## config.mk

```make
export PLATFORM = sky130hd
export DESIGN_NAME = mmd_decoder
export DESIGN_NICKNAME = d
export VERILOG_FILES = /design/src/mmd_pkg.sv /design/src/mmd_flash_if.sv /design/src/mmd_flash_rd.sv /design/src/mmd_decoder.sv
export SDC_FILE = /design/constraint.sdc
export NUM_CORES = 1
export LEC_CHECK = 0
export BUFFER_PORTS_ARGS = -buffer_cell sky130_fd_sc_hd__clkbuf_2
export CAP_MARGIN = 5
export CORE_ASPECT_RATIO = 1.25
export CORE_MARGIN = 5
export CORE_UTILIZATION = 50
export CTS_BUF_LIST = sky130_fd_sc_hd__clkbuf_8
export DETAILED_ROUTE_END_ITERATION = 8
export PLACE_DENSITY_LB_ADDON = 0.3
export SYNTH_ARGS = -nofsm -noshare
export SYNTH_HDL_FRONTEND = slang
export SYNTH_HIERARCHICAL = 1
export SYNTH_SLANG_ARGS = --single-unit
```

## constraint.sdc

```tcl
create_clock -name clk -period 2.6 [get_ports clk]
set_input_delay 0.13 -clock clk [delete_from_list [all_inputs] [get_ports clk]]
set_output_delay 0.13 -clock clk [all_outputs]
set_load 0.1 [all_outputs]
```

## src/mmd_pkg.sv

```systemverilog
`default_nettype none
package mmd_pkg;
  // ==========================================================
  // memory blocks
  localparam int MMD_FLASH_BYTES = 65536;
  localparam int MMD_FLASH_HW_AW = 15;
  localparam int MMD_FLASH_KERNEL_HW = 1024;
  localparam logic [14:0] MMD_FLASH_KERNEL_BASE = 15'h7c00;
  localparam int MMD_FLASH_PAGE_LSB = 9;
  localparam int MMD_FLASH_PAGE_W = 7;
  localparam int MMD_SRAM_BYTES = 8192;
  localparam int MMD_SRAM_WORD_AW = 11;
  localparam logic [31:0] MMD_ALIAS_BASE = 32'h0000_0000;
  // ==========================================================
  // peripheral register space, top two 32 kB pages
  localparam logic [15:0] MMD_PRS_PREFIX = 16'hffff;
  localparam logic [31:0] MMD_BOOT_SEL_ADDR = 32'hffff_0220;
  localparam int MMD_BOOT_SEL_BIT = 0;
  localparam logic MMD_BOOT_SEL_RST = 1'b1;
  localparam int MMD_NREG = 19;
  // region limits as low halves of the address, end exclusive
  localparam logic [15:0] MMD_REG_BASE [MMD_NREG] = '{
    16'h0000, 16'h0220, 16'h0300, 16'h0320, 16'h0340, 16'h0360, 16'h0404, 16'h0440,
    16'h048c, 16'h0500, 16'h0600, 16'h0700, 16'h0800, 16'h0900, 16'h0a00, 16'h0b00,
    16'hf400, 16'hf800, 16'hfc00};
  localparam logic [15:0] MMD_REG_END [MMD_NREG] = '{
    16'h0110, 16'h0238, 16'h0310, 16'h0334, 16'h0350, 16'h0370, 16'h0420, 16'h0448,
    16'h0490, 16'h0538, 16'h0620, 16'h0730, 16'h0848, 16'h0948, 16'h0a14, 16'h0b54,
    16'hf46c, 16'hf820, 16'hfc3c};
  localparam int MMD_REG_SYSCTL = 1;
  localparam int MMD_REG_UART = 11;
  // ==========================================================
  // access sizes
  localparam logic [1:0] MMD_SZ_BYTE = 2'h0;
  localparam logic [1:0] MMD_SZ_HALF = 2'h1;
  localparam logic [1:0] MMD_SZ_WORD = 2'h2;
  typedef enum logic [2:0] {
    MMD_IDLE = 3'b000,
    MMD_SRAM = 3'b001,
    MMD_SRAM_RD = 3'b010,
    MMD_FLASH = 3'b011,
    MMD_PERI = 3'b100,
    MMD_RESP = 3'b101
  } mmd_state_t;
  typedef enum logic [2:0] {
    MMD_F_IDLE = 3'b000,
    MMD_F_LO = 3'b001,
    MMD_F_HI = 3'b010,
    MMD_F_DONE = 3'b011
  } mmd_fstate_t;
endpackage : mmd_pkg
`default_nettype wire

```

## src/mmd_flash_if.sv

```systemverilog
`timescale 1ns/1ns
`default_nettype none
interface mmd_flash_if;
  logic start;
  logic [15:0] addr;
  logic [1:0] size;
  logic done;
  logic [31:0] rdata;
  modport ctrl (output start, output addr, output size, input done, input rdata);
  modport unit (input start, input addr, input size, output done, output rdata);
endinterface : mmd_flash_if
`default_nettype wire

```

## src/mmd_flash_rd.sv

```systemverilog
`timescale 1ns/1ns
`default_nettype none
module mmd_flash_rd
  import mmd_pkg::*;
(
  input wire logic clk,
  input wire logic resetn,
  mmd_flash_if.unit fif,
  output logic flash_rd,
  output logic [MMD_FLASH_HW_AW-1:0] flash_addr,
  input wire logic [15:0] flash_rdata
);
  mmd_fstate_t st_r;
  logic word_r;
  logic [15:0] lo_r;
  logic [31:0] rdata_r;

  assign fif.done = (st_r == MMD_F_DONE);
  assign fif.rdata = rdata_r;

  // ==========================================================
  // halfword sequencer, data taken in each strobe cycle
  always_ff @(posedge clk or negedge resetn) begin
    if (!resetn) begin
      st_r <= MMD_F_IDLE;
      word_r <= 1'b0;
      flash_rd <= 1'b0;
      flash_addr <= '0;
    end else begin
      flash_rd <= 1'b0;
      case (st_r)
        MMD_F_IDLE: begin
          if (fif.start) begin
            word_r <= (fif.size == MMD_SZ_WORD);
            flash_rd <= 1'b1;
            // word reads start at the low halfword of the word
            flash_addr <= (fif.size == MMD_SZ_WORD) ? {fif.addr[15:2], 1'b0} : fif.addr[15:1];
            st_r <= MMD_F_LO;
          end
        end
        MMD_F_LO: begin
          if (word_r) begin
            flash_rd <= 1'b1;
            flash_addr <= {flash_addr[MMD_FLASH_HW_AW-1:1], 1'b1};
            st_r <= MMD_F_HI;
          end else begin
            st_r <= MMD_F_DONE;
          end
        end
        MMD_F_HI: st_r <= MMD_F_DONE;
        MMD_F_DONE: st_r <= MMD_F_IDLE;
        default: st_r <= MMD_F_IDLE;
      endcase
    end
  end

  always_ff @(posedge clk or negedge resetn) begin
    if (!resetn) begin
      lo_r <= '0;
      rdata_r <= '0;
    end else if (st_r == MMD_F_LO) begin
      lo_r <= flash_rdata;
      // a lone halfword is mirrored into both lanes
      rdata_r <= {flash_rdata, flash_rdata};
    end else if (st_r == MMD_F_HI) begin
      rdata_r <= {flash_rdata, lo_r};
    end
  end
endmodule : mmd_flash_rd
`default_nettype wire

```

## src/mmd_decoder.sv

```systemverilog
`timescale 1ns/1ns
`default_nettype none
// Operation
// - flash aliased at zero after reset
// - cleared select bit puts sram at zero
// - little-endian byte lanes
// - 32k halfword flash, top 1k kernel
// - flash pages split on 512 bytes
// - word flash read is two halfwords
// - flash halfword per cycle, word per two
// - sram word in one access
// - flat 32-bit byte address space
// - peripherals decoded in top two pages
module mmd_decoder
  import mmd_pkg::*;
#(
  parameter logic [31:0] FLASH_BASE = 32'h0008_0000,
  parameter logic [31:0] SRAM_BASE = 32'h0001_0000
) (
  input wire logic clk,
  input wire logic resetn,
  input wire logic cpu_req,
  input wire logic cpu_we,
  input wire logic [1:0] cpu_size,
  input wire logic [31:0] cpu_addr,
  input wire logic [31:0] cpu_wdata,
  output logic cpu_ready,
  output logic [31:0] cpu_rdata,
  output logic boot_alias_flash,
  output logic flash_rd,
  output logic [MMD_FLASH_HW_AW-1:0] flash_addr,
  input wire logic [15:0] flash_rdata,
  output logic [MMD_FLASH_PAGE_W-1:0] flash_page,
  output logic flash_kernel_area,
  output logic sram_en,
  output logic sram_we,
  output logic [3:0] sram_be,
  output logic [MMD_SRAM_WORD_AW-1:0] sram_addr,
  output logic [31:0] sram_wdata,
  input wire logic [31:0] sram_rdata,
  output logic [MMD_NREG-1:0] periph_sel,
  output logic periph_we,
  output logic [3:0] periph_be,
  output logic [15:0] periph_addr,
  output logic [31:0] periph_wdata,
  input wire logic [31:0] periph_rdata,
  input wire logic periph_ready
);
  mmd_flash_if fif ();
  mmd_state_t st_r;
  logic alias_flash_r;
  logic we_r;
  logic [1:0] size_r;
  logic [31:0] addr_r;
  logic [31:0] wdata_r;
  logic [3:0] be_r;
  logic [MMD_NREG-1:0] hit;
  logic in_flash, in_sram, in_alias, in_prs, is_boot_sel;
  logic [3:0] req_be;
  logic take;

  // ==========================================================
  // decode helpers
  function automatic logic [3:0] lane_mask(input logic [1:0] size, input logic [1:0] a);
    case (size)
      MMD_SZ_BYTE: lane_mask = 4'h1 << a;
      MMD_SZ_HALF: lane_mask = a[1] ? 4'hc : 4'h3;
      default: lane_mask = 4'hf;
    endcase
  endfunction : lane_mask

  function automatic logic in_window(input logic [31:0] a, input logic [31:0] base, input int bytes);
    logic [31:0] d;
    d = a - base;
    in_window = (d < 32'(bytes));
  endfunction : in_window

  function automatic logic boot_sel_hit(input logic [31:0] a);
    boot_sel_hit = ({a[31:2], 2'b00} == MMD_BOOT_SEL_ADDR);
  endfunction : boot_sel_hit

  // ==========================================================
  // address decode
  // alias window shrinks to the sram size once sram sits at zero
  assign in_alias = in_window(cpu_addr, MMD_ALIAS_BASE, alias_flash_r ? MMD_FLASH_BYTES : MMD_SRAM_BYTES);
  assign in_flash = in_window(cpu_addr, FLASH_BASE, MMD_FLASH_BYTES) || (in_alias && alias_flash_r);
  assign in_sram = in_window(cpu_addr, SRAM_BASE, MMD_SRAM_BYTES) || (in_alias && !alias_flash_r);
  assign in_prs = (cpu_addr[31:16] == MMD_PRS_PREFIX);
  assign is_boot_sel = boot_sel_hit(cpu_addr);
  assign req_be = lane_mask(cpu_size, cpu_addr[1:0]);
  assign take = (st_r == MMD_IDLE) && cpu_req;

  genvar gi;
  generate
    for (gi = 0; gi < MMD_NREG; gi++) begin : g_region
      // only listed ranges select, gaps select nothing
      assign hit[gi] = in_prs && cpu_addr[15:0] >= MMD_REG_BASE[gi] && cpu_addr[15:0] < MMD_REG_END[gi];
    end
  endgenerate

  // ==========================================================
  // boot alias select
  always_ff @(posedge clk or negedge resetn) begin
    if (!resetn) begin
      alias_flash_r <= MMD_BOOT_SEL_RST;
    end else if (take && cpu_we && is_boot_sel && req_be[MMD_BOOT_SEL_BIT]) begin
      // only a write that covers the select lane moves the alias
      alias_flash_r <= cpu_wdata[MMD_BOOT_SEL_BIT];
    end
  end
  assign boot_alias_flash = alias_flash_r;

  // ==========================================================
  // access sequencer
  always_ff @(posedge clk or negedge resetn) begin
    if (!resetn) begin
      st_r <= MMD_IDLE;
      we_r <= 1'b0;
      size_r <= MMD_SZ_WORD;
      addr_r <= '0;
      wdata_r <= '0;
      be_r <= '0;
      periph_sel <= '0;
    end else begin
      case (st_r)
        MMD_IDLE: begin
          if (cpu_req) begin
            we_r <= cpu_we;
            size_r <= cpu_size;
            addr_r <= cpu_addr;
            wdata_r <= cpu_wdata;
            be_r <= req_be;
            if (in_sram) begin
              st_r <= MMD_SRAM;
            end else if (in_flash && !cpu_we) begin
              st_r <= MMD_FLASH;
            end else if (|hit) begin
              periph_sel <= hit;
              st_r <= MMD_PERI;
            end else begin
              // unmapped addresses and flash writes end at once, with no strobe
              st_r <= MMD_RESP;
            end
          end
        end
        // a write needs no data turn, so it ends one cycle before a read
        MMD_SRAM: st_r <= we_r ? MMD_RESP : MMD_SRAM_RD;
        MMD_SRAM_RD: st_r <= MMD_RESP;
        MMD_FLASH: begin
          // the flash unit paces itself; wait for its done pulse
          if (fif.done) begin
            st_r <= MMD_RESP;
          end
        end
        MMD_PERI: begin
          // select stays up until the peripheral answers
          if (periph_ready) begin
            periph_sel <= '0;
            st_r <= MMD_RESP;
          end
        end
        MMD_RESP: st_r <= MMD_IDLE;
        default: st_r <= MMD_IDLE;
      endcase
    end
  end

  // ==========================================================
  // read data
  always_ff @(posedge clk or negedge resetn) begin
    if (!resetn) begin
      cpu_rdata <= '0;
    end else if (take) begin
      // stale data must not look like the answer to a new access
      cpu_rdata <= '0;
    end else if (we_r) begin
      cpu_rdata <= cpu_rdata;
    end else if (st_r == MMD_SRAM_RD) begin
      cpu_rdata <= sram_rdata;
    end else if (st_r == MMD_FLASH && fif.done) begin
      cpu_rdata <= fif.rdata;
    end else if (st_r == MMD_PERI && periph_ready) begin
      // the select bit is answered here, not by the peripheral
      if (boot_sel_hit(addr_r)) begin
        cpu_rdata <= {31'h0, alias_flash_r};
      end else begin
        cpu_rdata <= periph_rdata;
      end
    end
  end
  // one-cycle ready pulse straight from the state register
  assign cpu_ready = (st_r == MMD_RESP);

  // ==========================================================
  // memory ports
  assign sram_en = (st_r == MMD_SRAM);
  assign sram_we = (st_r == MMD_SRAM) && we_r;
  assign sram_be = be_r;
  assign sram_addr = addr_r[MMD_SRAM_WORD_AW+1:2];
  assign sram_wdata = wdata_r;
  assign fif.start = (st_r == MMD_FLASH);
  assign fif.addr = addr_r[15:0];
  assign fif.size = size_r;
  assign flash_page = addr_r[MMD_FLASH_PAGE_LSB+MMD_FLASH_PAGE_W-1:MMD_FLASH_PAGE_LSB];
  assign flash_kernel_area = (addr_r[15:1] >= MMD_FLASH_KERNEL_BASE);
  assign periph_we = (st_r == MMD_PERI) && we_r;
  assign periph_be = be_r;
  assign periph_addr = addr_r[15:0];
  assign periph_wdata = wdata_r;

  mmd_flash_rd u_flash (
    .clk(clk),
    .resetn(resetn),
    .fif(fif),
    .flash_rd(flash_rd),
    .flash_addr(flash_addr),
    .flash_rdata(flash_rdata)
  );
endmodule : mmd_decoder
`default_nettype wire

```

==> flow_metrics.env <==
export IMPL_outcome="finished clean"
export IMPL_path_max_fanout=13
export IMPL_htreeDepth=4
export IMPL_tightest_slew_ns=0.6424
export IMPL_synth_edf_count=0
export IMPL_whs_ns=0.02261
export IMPL_hold_depth=3
export IMPL_worst_path_max_delay_cell="dlygate4sd3_1"
export IMPL_root_buffer="clkbuf_8"
export IMPL_synth_distinct_cells=63
export IMPL_r2r_end="cpu_rdata[22]$_DFFE_PN0P_"
export IMPL_ys_ff_latch=193
export IMPL_netlist_area_mm2=0.009859
export IMPL_via_count=8794
export IMPL_r2r_start="addr_r[4]$_DFFE_PN0P_"
export IMPL_rr_worst_depth=7
export IMPL_final_hold_viol_count=0
export IMPL_grt_pass1_wl_um=46440
export IMPL_cap_violations=0
export IMPL_cts_tree="built"
export IMPL_critPathLaunchType="primary input"
export IMPL_antenna_found_initial=0
export IMPL_hold_class="primary input to flip-flop"
export IMPL_fillers=1645
export IMPL_dieArea_mm2=0.02265
export IMPL_cts_inserted_buffers=17
export IMPL_seqCellArea_mm2=0.004832
export IMPL_final_layout_size_suffix_gt1_frac=0.3439
export IMPL_synth_fp_nets=1215
export IMPL_overflow=0
export IMPL_hpwlAfterDp_um=21240
export IMPL_ys_seq_area_frac=0.4901
export IMPL_finalSetupViolCount=0
export IMPL_clk_pin_slew_ns=0.10
export IMPL_grt_max_degree=61
export IMPL_multi_input_area_mm2=0.004202
export IMPL_cts_sinks=193
export IMPL_io_buffer_count=329
export IMPL_async_flop_share=1.000
export IMPL_arrival_ns=2.82
export IMPL_grt_pass1_vias=8839
export IMPL_ant_nets=0
export IMPL_drt_iter0_markers=661
export IMPL_area_growth_pct=27.04
export IMPL_worst_slew_margin_rel=0.5672
export IMPL_endpoint_kind="flip-flop"
export IMPL_synth_top_area_share=0.4848
export IMPL_cpPeakStageDelay_ns=0.53
export IMPL_ff2ff_setup_slack_ns=0.13
export IMPL_die_h_um=167
export IMPL_synth_warning_count=6
export IMPL_synthTopCellsByArea="dfrtp_1, nand2_1, buf_4"
export IMPL_final_setup_tns_ns=0
export IMPL_detail_route_drc_violations=0
export IMPL_synth_avg_cell_area_um2=9.337
export IMPL_core_area_mm2=0.01940
export IMPL_cts_buffer_depth=2
export IMPL_fin_worst_skew_ns=0.01440
export IMPL_gp_congestion=0.9363
export IMPL_crit_chain="dlygate4sd3_1 > clkbuf_2 > and2_1 > a21oi_1 > o32ai_2 > a2111oi_0 > a31oi_1 > buf_4 > o21ai_4 > mux2_2"
export IMPL_whs_endpoint="addr_r[6]$_DFFE_PN0P_"
export IMPL_fin_area_mm2=0.01253
export IMPL_netlist_instances=1056
export IMPL_ys_flop_type="dfrtp_1"
export IMPL_start_util=0.5083
export IMPL_rows=57
export IMPL_critPathRequiredTime_ns=2.95
export IMPL_fmax_ghz=0.4043
export IMPL_clock_latency_ns=0.46
export IMPL_grt_total_usage=0.2557
export IMPL_routed_wl_um=29240
export IMPL_timing_final_crit_share=0.9512
export IMPL_fin_nets=1539
export IMPL_io_pin_count=330
export IMPL_n_antenna_cell=0
export IMPL_synth_top_area_cell="dfrtp_1"
export IMPL_placed_area_mm2=0.01141
export IMPL_path_class="primary input to flip-flop"
export IMPL_drv_slew=0
export IMPL_min_delay_start="cpu_addr[6]"
export IMPL_viasPerCell=5.304
export IMPL_wl_per_cell_um=17.64
export IMPL_layout_min_cycle_time_ns=2.473
export IMPL_drt_pass1_iterations=5
export IMPL_chipWidth_um=135.6
placed cells by master, fill, tap and decap left out, types with 6 or more instances in the layout:
cell type,netlist,final
a21oi_1,17,17
a22o_1,33,33
a31oi_1,37,36
buf_4,70,39
clkbuf_2,0,328
clkbuf_8,0,18
dfrtp_1,191,191
dlygate4sd3_1,0,71
ha_1,8,6
inv_1,13,15
mux2_2,32,32
mux2_4,23,23
nand2_1,266,264
nand2b_1,22,22
nand3_1,42,42
nand4_1,17,17
nor2_1,65,64
nor2b_1,9,9
nor3_1,23,23
o21ai_0,37,37
or3_1,6,6
cells by family (layout without fill, tap and decap cells):
group,after synthesis,in the layout,share of synthesized area
AO/OA/AOI/OAI,153,153,0.1061
XOR/XNOR,4,4,0.003554
adder cells (fa/ha/maj),8,8,0.01015
buffers and inverters,150,487,0.08845
flip-flops,193,193,0.4901
multiplexers,61,61,0.07792
AND/OR/NAND/NOR,487,487,0.2237
worst max path at each step:
stage,from,end,cells after the start
floorplan,st_r[2]$_DFFE_PN0P_,sram_we,3
global placement,addr_r[4]$_DFFE_PN0P_,cpu_rdata[22]$_DFFE_PN0P_,7
detailed placement,addr_r[4]$_DFFE_PN0P_,cpu_rdata[22]$_DFFE_PN0P_,7
CTS,addr_r[4]$_DFFE_PN0P_,cpu_rdata[22]$_DFFE_PN0P_,7
global route,cpu_addr[2],periph_sel[5]$_DFFE_PN0P_,11
finish,cpu_addr[2],periph_sel[1]$_DFFE_PN0P_,10
sequential cells by signal (all words and copies together) (netlist names):
| name | flops |
|---|---|
| periph_be | 4 |
| we_r | 1 |
| u_flash/fif.rdata | 32 |
| u_flash/word_r | 1 |
| cpu_rdata | 32 |
| u_flash/flash_addr | 15 |
| periph_wdata | 32 |
| u_flash/lo_r | 16 |
| st_r | 3 |
| boot_alias_flash | 1 |
| u_flash/st_r | 2 |
| periph_sel | 19 |
| u_flash/flash_rd | 1 |
| fif.size | 2 |
| addr_r | 32 |
worst max-delay path, delay by kind of cell:
kind / cells / cell delay (ns)
compound gates: 5 / 1.26
buf+inv: 3 / 0.86
mux: 1 / 0.39
simple gates: 1 / 0.17
layer usage:
metal / track usage / vias up / share of wire
met5: 0 / - / 0
met4: 0.08680 / 0 / 0.027
met3: 0.05281 / 59 / 0.060
met2: 0.4346 / 336 / 0.51
met1: 0.3242 / 4195 / 0.40
li1: - / 4204 / -
final cells by class:
cell class                 count  area share
tap                          265     0.02647
clock inverter                15     0.01269
timing repair buffer         442      0.2171
sequential                   193      0.3858
clock buffer                  17     0.01868
multi-input combinational    713      0.3354
inverter                      13    0.003896
through the flow:
| step | util | instances | setup WS [ns] |
|---|---|---|---|
| final | 0.6457 | 1658 | 0.1269 |
| after global routing | 0.6457 | 1658 | -0.002676 |
| after CTS | 0.6450 | 1657 | 0.04689 |
| after detailed placement | 0.5881 | 1554 | 0.05421 |
| after global placement | 0.5881 | 1554 | 0.09085 |
| after floorplan | - | 1056 | 0.1458 |
cells in the mapped netlist (3+ instances only):
library cell and instances:
a21o_1 3, a21oi_1 17, a22o_1 33, a31oi_1 37, a32o_1 5, and2_1 6, and3_1 3, buf_2 6
buf_4 70, buf_6 3, clkbuf_1 55, dfrtp_1 191, ha_1 8, inv_1 13, mux2_2 32, mux2_4 23
mux2i_1 4, nand2_1 266, nand2b_1 22, nand3_1 42, nand4_1 17, nor2_1 65, nor2b_1 9, nor3_1 23
nor3b_1 3, nor4_1 6, nor4b_1 3, o21ai_0 37, o21ai_1 3, or3_1 6, or4b_2 3
what timing repair did:
| item | in CTS | in global routing |
|---|---|---|
| hold buffers | 71 | 0 |
| resized for setup | 0 | 1 |
| setup buffers | 0 | 1 |
| endpoints found under the setup margin | 0 | 33 |
| hold endpoints to repair | 145 | 0 |
Power is not shown: default switching activity piles up to over one toggle a cycle in this logic, so the estimate is an artifact.
